<file path="src/logic/rss_defines.vh">
// Constants for the remote engine start/stop controller
`ifndef RSS_DEFINES_VH
`define RSS_DEFINES_VH
`define RSS_CLK_HZ 50000000
`define RSS_TICK_US 10000
`define RSS_TICK_CYC ((`RSS_CLK_HZ / 1000000) * `RSS_TICK_US)
`define RSS_DEB_TICKS 2
`define RSS_CRANK_DEF 7'h32
`define RSS_CRANK_MIN 7'h0A
`define RSS_CRANK_MAX 7'h64
`define RSS_PUMP_DEF 12'h01F4
`define RSS_BRIEF_TICKS 8'h64
`define RSS_ADDR_CTRL 4'h0
`define RSS_ADDR_CRANK 4'h1
`define RSS_ADDR_PUMP 4'h2
`define RSS_ADDR_STAT 4'h3
`define RSS_CTRL_PTO 0
`define RSS_CTRL_PUMPMODE 1
`endif

</file>
<file path="src/logic/rss_debounce.v">
// Synchroniser and tick-based debouncer for the request switch
module rss_debounce #(
    parameter TICKS = 2
) (
    // Clock and reset
    input wire mclk_i,
    input wire rst_i,
    // Tick and raw level
    input wire tick_i,
    input wire raw_i,
    // Filtered level
    output reg clean_o
);
    reg s1_q;
    reg s2_q;
    reg [3:0] cnt_q;

    // Two-stage synchroniser; s1 only feeds s2
    always @(posedge mclk_i or posedge rst_i) begin
        if (rst_i) begin
            s1_q <= 1'b0;
            s2_q <= 1'b0;
        end else begin
            s1_q <= raw_i;
            s2_q <= s1_q;
        end
    end

    // Accept a new level only once it stays stable over several ticks
    always @(posedge mclk_i or posedge rst_i) begin
        if (rst_i) begin
            cnt_q <= 4'h0;
            clean_o <= 1'b0;
        end else if (s2_q == clean_o) begin
            cnt_q <= 4'h0;
        end else if (tick_i) begin
            if (cnt_q == TICKS[3:0] - 4'h1) begin
                clean_o <= s2_q;
                cnt_q <= 4'h0;
            end else begin
                cnt_q <= cnt_q + 4'h1;
            end
        end
    end
endmodule

</file>
<file path="src/logic/rss_ctrl.v">
// Remote engine start/stop controller with optional emergency pump mode
`include "rss_defines.vh"

// Summary of operation
// - Requests ignored unless park brake set, hood closed, transmission in neutral.
// - Request line is active low; a grounded line means switch pressed.
// - With PTO interlock enabled, act only while PTO switch on; default off.
// - Wait programmable crank delay, default 0.5 s, 0.1 s to 1 s.
// - While running, a brief switch press commands engine stop.
// - While stopped, crank as long as switch held until engine runs.
// - Operation requires ignition key in on position.
// - Configuration selects plain start/stop or added emergency pump mode.
// - Pump mode: after unexpected stall, pump on after hold time held.
// - Pump mode: switch held after remote stop starts pump after hold time.
// - Pump mode: after failed start, release then hold again to get pump after hold time.
// - Pump control output is active low.
// - Pump stays on exactly while switch stays active.
module rss_ctrl #(
    parameter TICK_CYC = `RSS_TICK_CYC,
    parameter DEB_TICKS = `RSS_DEB_TICKS
) (
    // Clock and reset
    input wire mclk_i,
    input wire rst_i,
    // Switch and interlocks
    input wire start_stop_request_line_n_i,
    input wire park_brake_i,
    input wire hood_closed_i,
    input wire trans_neutral_i,
    input wire ign_on_i,
    input wire pto_switch_i,
    input wire engine_running_i,
    // Register port
    input wire [3:0] addr_i,
    input wire [15:0] wdata_i,
    input wire wr_i,
    input wire rd_i,
    output reg [15:0] rdata_o,
    // Engine and pump outputs
    output reg crank_o,
    output reg stop_o,
    output reg pump_control_line_n_o
);
    // Sequencer states: DELAY and CRANK are the start path, HOLD and PUMP the
    // emergency path, WAIT_REL keeps a held switch from retriggering
    localparam ST_IDLE = 3'h0;
    localparam ST_DELAY = 3'h1;
    localparam ST_CRANK = 3'h2;
    localparam ST_RUN = 3'h3;
    localparam ST_STOP = 3'h4;
    localparam ST_WAIT_REL = 3'h5;
    localparam ST_HOLD = 3'h6;
    localparam ST_PUMP = 3'h7;

    reg [2:0] state_q;
    reg [21:0] div_q;
    reg tick_q;
    reg pto_interlock_enable_q;
    reg pump_mode_q;
    reg [6:0] crank_delay_time_q;
    reg [11:0] pump_hold_time_q;
    reg [11:0] tmr_q;
    reg req_prev_q;
    reg stalled_q;
    reg failed_q;
    wire req_raw;
    wire req;
    wire permit;
    wire req_rise;
    wire req_fall;
    wire chassis_ok;
    wire key_ok;
    wire pto_ok;
    wire [15:0] status_word;
    reg [6:0] crank_wr_val;
    reg crank_d;
    reg stop_d;
    reg pump_n_d;

    // Active-low request line inverted to a pressed level
    assign req_raw = ~start_stop_request_line_n_i;

    // Debouncer runs on the same tick as the timers
    rss_debounce #(
        .TICKS(DEB_TICKS)
    ) u_deb (
        .mclk_i(mclk_i),
        .rst_i(rst_i),
        .tick_i(tick_q),
        .raw_i(req_raw),
        .clean_o(req)
    );

    // Chassis interlocks: brake set, hood shut, transmission in neutral
    assign chassis_ok = park_brake_i & hood_closed_i & trans_neutral_i;
    // Key must sit in the on position
    assign key_ok = ign_on_i;
    // PTO switch only counts once its interlock setting is on
    assign pto_ok = ~pto_interlock_enable_q | pto_switch_i;
    // One permit gates every request; losing it also ends cranking
    assign permit = chassis_ok & key_ok & pto_ok;
    assign req_rise = req & ~req_prev_q;
    assign req_fall = ~req & req_prev_q;

    // Status word: stalled, failed start, request, permit, spare, state
    assign status_word = {8'h00, stalled_q, failed_q, req, permit, 1'b0, state_q};

    // 10 ms tick divider for the timers
    // One free-running divider: timer starts carry up to one tick of jitter
    always @(posedge mclk_i or posedge rst_i) begin
        if (rst_i) begin
            div_q <= 22'h00_0000;
            tick_q <= 1'b0;
        end else if (div_q == TICK_CYC[21:0] - 22'h00_0001) begin
            div_q <= 22'h00_0000;
            tick_q <= 1'b1;
        end else begin
            div_q <= div_q + 22'h00_0001;
            tick_q <= 1'b0;
        end
    end

    // Clamp a written crank delay into range; any upper bit set means too long
    always @* begin
        if (wdata_i[15:7] != 9'h000) begin
            crank_wr_val = `RSS_CRANK_MAX;
        end else if (wdata_i[6:0] < `RSS_CRANK_MIN) begin
            crank_wr_val = `RSS_CRANK_MIN;
        end else if (wdata_i[6:0] > `RSS_CRANK_MAX) begin
            crank_wr_val = `RSS_CRANK_MAX;
        end else begin
            crank_wr_val = wdata_i[6:0];
        end
    end

    // Configuration registers; crank delay clamped to its legal range
    always @(posedge mclk_i or posedge rst_i) begin
        if (rst_i) begin
            pto_interlock_enable_q <= 1'b0; // Defaults to disabled
            pump_mode_q <= 1'b0;
            crank_delay_time_q <= `RSS_CRANK_DEF;
            pump_hold_time_q <= `RSS_PUMP_DEF;
        end else if (wr_i) begin
            case (addr_i)
                `RSS_ADDR_CTRL: begin
                    pto_interlock_enable_q <= wdata_i[`RSS_CTRL_PTO];
                    pump_mode_q <= wdata_i[`RSS_CTRL_PUMPMODE];
                end
                `RSS_ADDR_CRANK: begin
                    crank_delay_time_q <= crank_wr_val;
                end
                `RSS_ADDR_PUMP: begin
                    pump_hold_time_q <= wdata_i[11:0];
                end
                default: begin
                    // Status and unmapped addresses ignore writes
                end
            endcase
        end
    end

    // Read data valid the cycle after the strobe; unmapped reads zero
    always @(posedge mclk_i or posedge rst_i) begin
        if (rst_i) begin
            rdata_o <= 16'h0000;
        end else if (rd_i) begin
            case (addr_i)
                `RSS_ADDR_CTRL: rdata_o <= {14'h0000, pump_mode_q, pto_interlock_enable_q};
                `RSS_ADDR_CRANK: rdata_o <= {9'h000, crank_delay_time_q};
                `RSS_ADDR_PUMP: rdata_o <= {4'h0, pump_hold_time_q};
                `RSS_ADDR_STAT: rdata_o <= status_word;
                default: rdata_o <= 16'h0000;
            endcase
        end else begin
            rdata_o <= 16'h0000;
        end
    end

    // Main sequencer; timers advance on the tick only
    always @(posedge mclk_i or posedge rst_i) begin
        if (rst_i) begin
            state_q <= ST_IDLE;
            tmr_q <= 12'h000;
            req_prev_q <= 1'b0;
            stalled_q <= 1'b0;
            failed_q <= 1'b0;
        end else begin
            req_prev_q <= req;
            case (state_q)
                ST_IDLE: begin
                    tmr_q <= 12'h000;
                    if (req_rise && permit) begin
                        // Armed stall or failed start routes to pump hold
                        if (pump_mode_q && (stalled_q || failed_q)) begin
                            state_q <= ST_HOLD;
                        end else if (engine_running_i) begin
                            state_q <= ST_RUN;
                        end else begin
                            state_q <= ST_DELAY;
                        end
                    end else if (engine_running_i) begin
                        stalled_q <= 1'b0;
                        failed_q <= 1'b0;
                        state_q <= ST_RUN;
                    end
                end
                ST_DELAY: begin
                    // Release or a lost interlock here counts as a failed start
                    if (!req || !permit) begin
                        failed_q <= 1'b1; // Released before running
                        state_q <= ST_IDLE;
                    end else if (tick_q) begin
                        if (tmr_q == {5'h00, crank_delay_time_q} - 12'h001) begin
                            tmr_q <= 12'h000;
                            state_q <= ST_CRANK;
                        end else begin
                            tmr_q <= tmr_q + 12'h001;
                        end
                    end
                end
                ST_CRANK: begin
                    // Crank until the engine runs or the switch is let go
                    if (engine_running_i) begin
                        failed_q <= 1'b0;
                        stalled_q <= 1'b0;
                        state_q <= ST_WAIT_REL;
                    end else if (!req || !permit) begin
                        failed_q <= 1'b1; // Release ends cranking
                        state_q <= ST_IDLE;
                    end
                end
                ST_RUN: begin
                    // Any engine stop not commanded here counts as a stall
                    if (!engine_running_i) begin
                        stalled_q <= 1'b1; // Unexpected shut-off
                        state_q <= ST_IDLE;
                    end else if (req_rise && permit) begin
                        state_q <= ST_STOP;
                    end
                end
                ST_STOP: begin
                    // Stop once the engine reports off
                    if (!engine_running_i) begin
                        stalled_q <= 1'b0;
                        tmr_q <= 12'h000;
                        if (req && pump_mode_q) begin
                            state_q <= ST_HOLD;
                        end else begin
                            state_q <= ST_WAIT_REL;
                        end
                    end
                end
                ST_WAIT_REL: begin
                    // Held switch after start or stop must not retrigger
                    if (!req) begin
                        state_q <= engine_running_i ? ST_RUN : ST_IDLE;
                    end
                end
                ST_HOLD: begin
                    // A hold time of zero behaves as one tick
                    if (!req || !permit) begin
                        tmr_q <= 12'h000;
                        state_q <= ST_IDLE;
                    end else if (tick_q) begin
                        if (tmr_q + 12'h001 >= pump_hold_time_q) begin
                            state_q <= ST_PUMP;
                        end else begin
                            tmr_q <= tmr_q + 12'h001;
                        end
                    end
                end
                ST_PUMP: begin
                    if (req_fall || !req) begin
                        tmr_q <= 12'h000;
                        state_q <= ST_IDLE;
                    end
                end
                default: begin
                    state_q <= ST_IDLE;
                end
            endcase
        end
    end

    // Next values of the engine and pump drives
    always @* begin
        crank_d = (state_q == ST_CRANK) && req && permit && !engine_running_i;
        stop_d = (state_q == ST_STOP);
        pump_n_d = !((state_q == ST_PUMP) && req);
    end

    // Registered engine and pump drives; pump line pulled low when on
    always @(posedge mclk_i or posedge rst_i) begin
        if (rst_i) begin
            crank_o <= 1'b0;
            stop_o <= 1'b0;
            pump_control_line_n_o <= 1'b1;
        end else begin
            crank_o <= crank_d;
            stop_o <= stop_d;
            pump_control_line_n_o <= pump_n_d;
        end
    end
endmodule

</file>
<file path="config.mk">
export PLATFORM = sky130hd
export DESIGN_NAME = rss_ctrl
export DESIGN_NICKNAME = d
export VERILOG_FILES = /design/src/logic/rss_debounce.v /design/src/logic/rss_ctrl.v
export VERILOG_INCLUDE_DIRS = /design/src /design/src/logic
export SDC_FILE = /design/constraint.sdc
export NUM_CORES = 1
export LEC_CHECK = 0
export BUFFER_PORTS_ARGS = -buffer_cell sky130_fd_sc_hd__buf_4
export CAP_MARGIN = 20
export CORE_MARGIN = 4
export CORE_UTILIZATION = 40
export DETAILED_ROUTE_END_ITERATION = 10
export PLACE_DENSITY = 0.61
export SLEW_MARGIN = 20
export SYNTH_ARGS = -nofsm -noshare
export SYNTH_HDL_FRONTEND = slang
export SYNTH_SLANG_ARGS = --single-unit
export TNS_END_PERCENT = 1
</file>
<file path="constraint.sdc">
create_clock -name mclk_i -period 3 [get_ports mclk_i]
set_input_delay 0.45 -clock mclk_i [delete_from_list [all_inputs] [get_ports mclk_i]]
set_output_delay 0.45 -clock mclk_i [all_outputs]
set_load 0.005 [all_outputs]
</file>
==> reports/results.txt <==
CP Max Fanout - 7
Setup Total Neg Slack - 0 ps
Syn Area/Cell - 9.69 um^2
PortBufs - 45
Slew HR - 0.504
Initial antenna violation count - 0
Met1 Usage GRT - 0.247
Longest Clk Path Bufs - 2
Hold_ws - 197 ps
Met2 GRT Util - 0.268
Drt drc - 0
Max frequency - 340 MHz
Layout net count - 605
Largest area contributor in the netlist - dfrtp_1
Clock-pin slew on the worst setup and hold paths - 60 ps
Seq cells post-synth - 84
Share of layout cells above drive strength 1 - 0.265
Die height - 117 um
Final hold violation count - 0
CP Class - register to register
Final setup viols - 0
Ys async rst share - 1.00
Least-Margin Pin Slew - 737 ps
Synth top area share - 0.392
Pwr per Cell Area - 608 mW/mm^2
Outcome - complete, no violations
Fin util - 0.500
WL per Instance - 16.5 um
Startpoint types - register
Max-Cap Viols - 0
Worst-case vdd ir drop - 0.290 mV
Post-synth top flop - dfrtp_1
Hold Crit Class - input pin to async pin
Number of global-route vias before repair - 3736
GP Congestion - 0.899
Synth cell count leaders - dfrtp_1, nor2_1, nand2_1
Leak - 0.00264 uW
Detailed placement HPWL - 8.70 mm
Gr usage total - 0.179
CTS sink count - 84
Die ar. - 0.0136 mm^2
Grt total ovfl - 0
DRT iter0 DRCs - 143
Routed via count - 3815
Via density - 5.41
Final Max Slew Viols - 0
Synthesis Warnings - 0
EDFF count, synth - 0
Top-count cell post-synth - dfrtp_1
Core ar. - 0.0115 mm^2
Reg2reg end - tmr_q[0]
Sequential share of the synthesized area - 0.447
Post-Route Skew - 6.22 ps
GR peak layer - met2
Die W - 117 um
Drt pass-1 iters - 5
Hold Buf Count CTS - 0
R2R Path Start - tmr_q[0]
Pin count of the biggest net entering global routing - 46
Ant diodes - 0
Post-synthesis cell type count - 70
Fin crit period - 2940 ps
Global-route wire length before repair - 18.8 mm
DRT Wirelength - 11.7 mm
CTS root buffer - clkbuf_16
Routed Antenna Nets - 0
Area grow syn2layout - 21.8%
Skew-Pair Late Insertion Delay - 340 ps
Period utilisation layout - 0.980
Floorplan row count - 39
Crit end category - register
Count of boundary I/O pins - 50
Num CTS Buffers - 9
Main area contributors after synthesis - dfrtp_1, dfstp_2, mux2_2
Mapped cell area - 0.00473 mm^2
Reg2Reg Depth - 13
R2r setup slk - 60 ps
Grt met3 use - 0.0352
CTS tree - done
Starting density of the core - 0.411
Syn Inst Count - 488
Worst path arrival time - 3160 ps
WP data required - 3220 ps
H-tree depth - 3
[kinds of logic after synthesis]
group	after synthesis	synth area share
other	1	0.000793
multiplexers	24	0.0622
AO/OA/AOI/OAI	90	0.128
adder cells (fa/ha/maj)	17	0.0450
XOR/XNOR	36	0.0667
flip-flops	84	0.447
AND/OR/NAND/NOR	194	0.211
buffers and inverters	42	0.0392
[final cells by class]
| cell class | count | area (um^2) |
|---|---|---|
| Clock buffer | 12 | 256 |
| Clock inverter | 4 | 25.0 |
| Fill cell | 1077 | 5760 |
| Inverter | 22 | 83.8 |
| Multi-Input combinational cell | 365 | 2520 |
| Sequential cell | 84 | 2110 |
| Tap cell | 143 | 179 |
| Timing Repair Buffer | 75 | 579 |
[worst max-delay path by stage]
stage,cells past startpoint,slack (ps),end,start
floorplan,13,5,tmr_q[0],tmr_q[0]
global placement,14,70,tmr_q[10],tmr_q[0]
detailed placement,14,20,tmr_q[3],tmr_q[0]
CTS,13,10,tmr_q[0],tmr_q[0]
global route,13,-80,tmr_q[0],tmr_q[0]
finish,13,60,tmr_q[0],tmr_q[0]
[metal layers]
layer  vias to the layer above  wire [um]
li1                       1870          -
met1                      1831       5420
met2                        93       5390
met3                        21        477
met4                         0        370
met5                         -          0
[critical path, cell delays in order (launching register included)]
cell,delay (ps)
dfrtp_1,400
ha_2,210
nand3_2,80
nor2_2,120
and3_4,220
nand3_4,70
xnor2_2,170
ha_1,290
nand4_1,100
a2111o_1,400
a41oi_2,230
or2_4,210
nor2_4,70
mux2_2,260
[metrics by stage]
step | setup slack, ps | power (uW) | std cells | instance area [um^2]
6_report | 61.1 | 3500 | 705 | 5760
2_1_floorplan | 4.73 | 2090 | 491 | 4750
4_1_cts | 14.5 | 3450 | 698 | 5630
5_1_grt | -83.0 | 3710 | 705 | 5760
3_5_place_dp | 21.7 | 2390 | 682 | 5350
3_3_place_gp | 66.9 | 2360 | 682 | 5350
[repair_timing]
item,CTS,global route
endpoints found under the setup margin,2,12
pin swaps,0,10
setup buffers,0,7
gates resized for setup,1,13
cloned,0,0
[sequential cells by signal, summed over array words and instances (netlist names)]
name	count
div_q	22
u_deb.s2_q	1
pump_control_line_n_o	1
crank_o	1
pump_mode_q	1
failed_q	1
state_q	3
u_deb.clean_o	1
stop_o	1
req_prev_q	1
stalled_q	1
tmr_q	12
tick_q	1
crank_delay_time_q	7
pto_interlock_enable_q	1
rdata_o	12
u_deb.cnt_q	4
u_deb.s1_q	1
pump_hold_time_q	12
[where the power goes]
group	internal [uW]	switching, uW	leakage (uW)
registers	1260	124	0.00109
logic	494	575	0.00142
clock network	603	444	0.000135
total	2360	1140	0.00264
[layout by cell type (no fill, tap or decap), types with 5 or more instances in the layout]
| cell type | instances |
|---|---|
| a21oi_1 | 13 |
| a22o_1 | 5 |
| a22oi_1 | 6 |
| and2_1 | 6 |
| and3_1 | 8 |
| buf_4 | 73 |
| clkbuf_16 | 9 |
| dfrtp_1 | 74 |
| dfstp_2 | 10 |
| ha_1 | 16 |
| inv_1 | 20 |
| mux2_2 | 19 |
| nand2_1 | 39 |
| nand2b_1 | 5 |
| nand3_1 | 22 |
| nand4_1 | 9 |
| nor2_1 | 47 |
| nor2b_1 | 8 |
| nor3_1 | 10 |
| nor4_1 | 6 |
| o21ai_0 | 34 |
| or3_1 | 6 |
| xnor2_1 | 15 |
| xor2_1 | 19 |
Note: power is estimated with default switching activity, not from simulation.
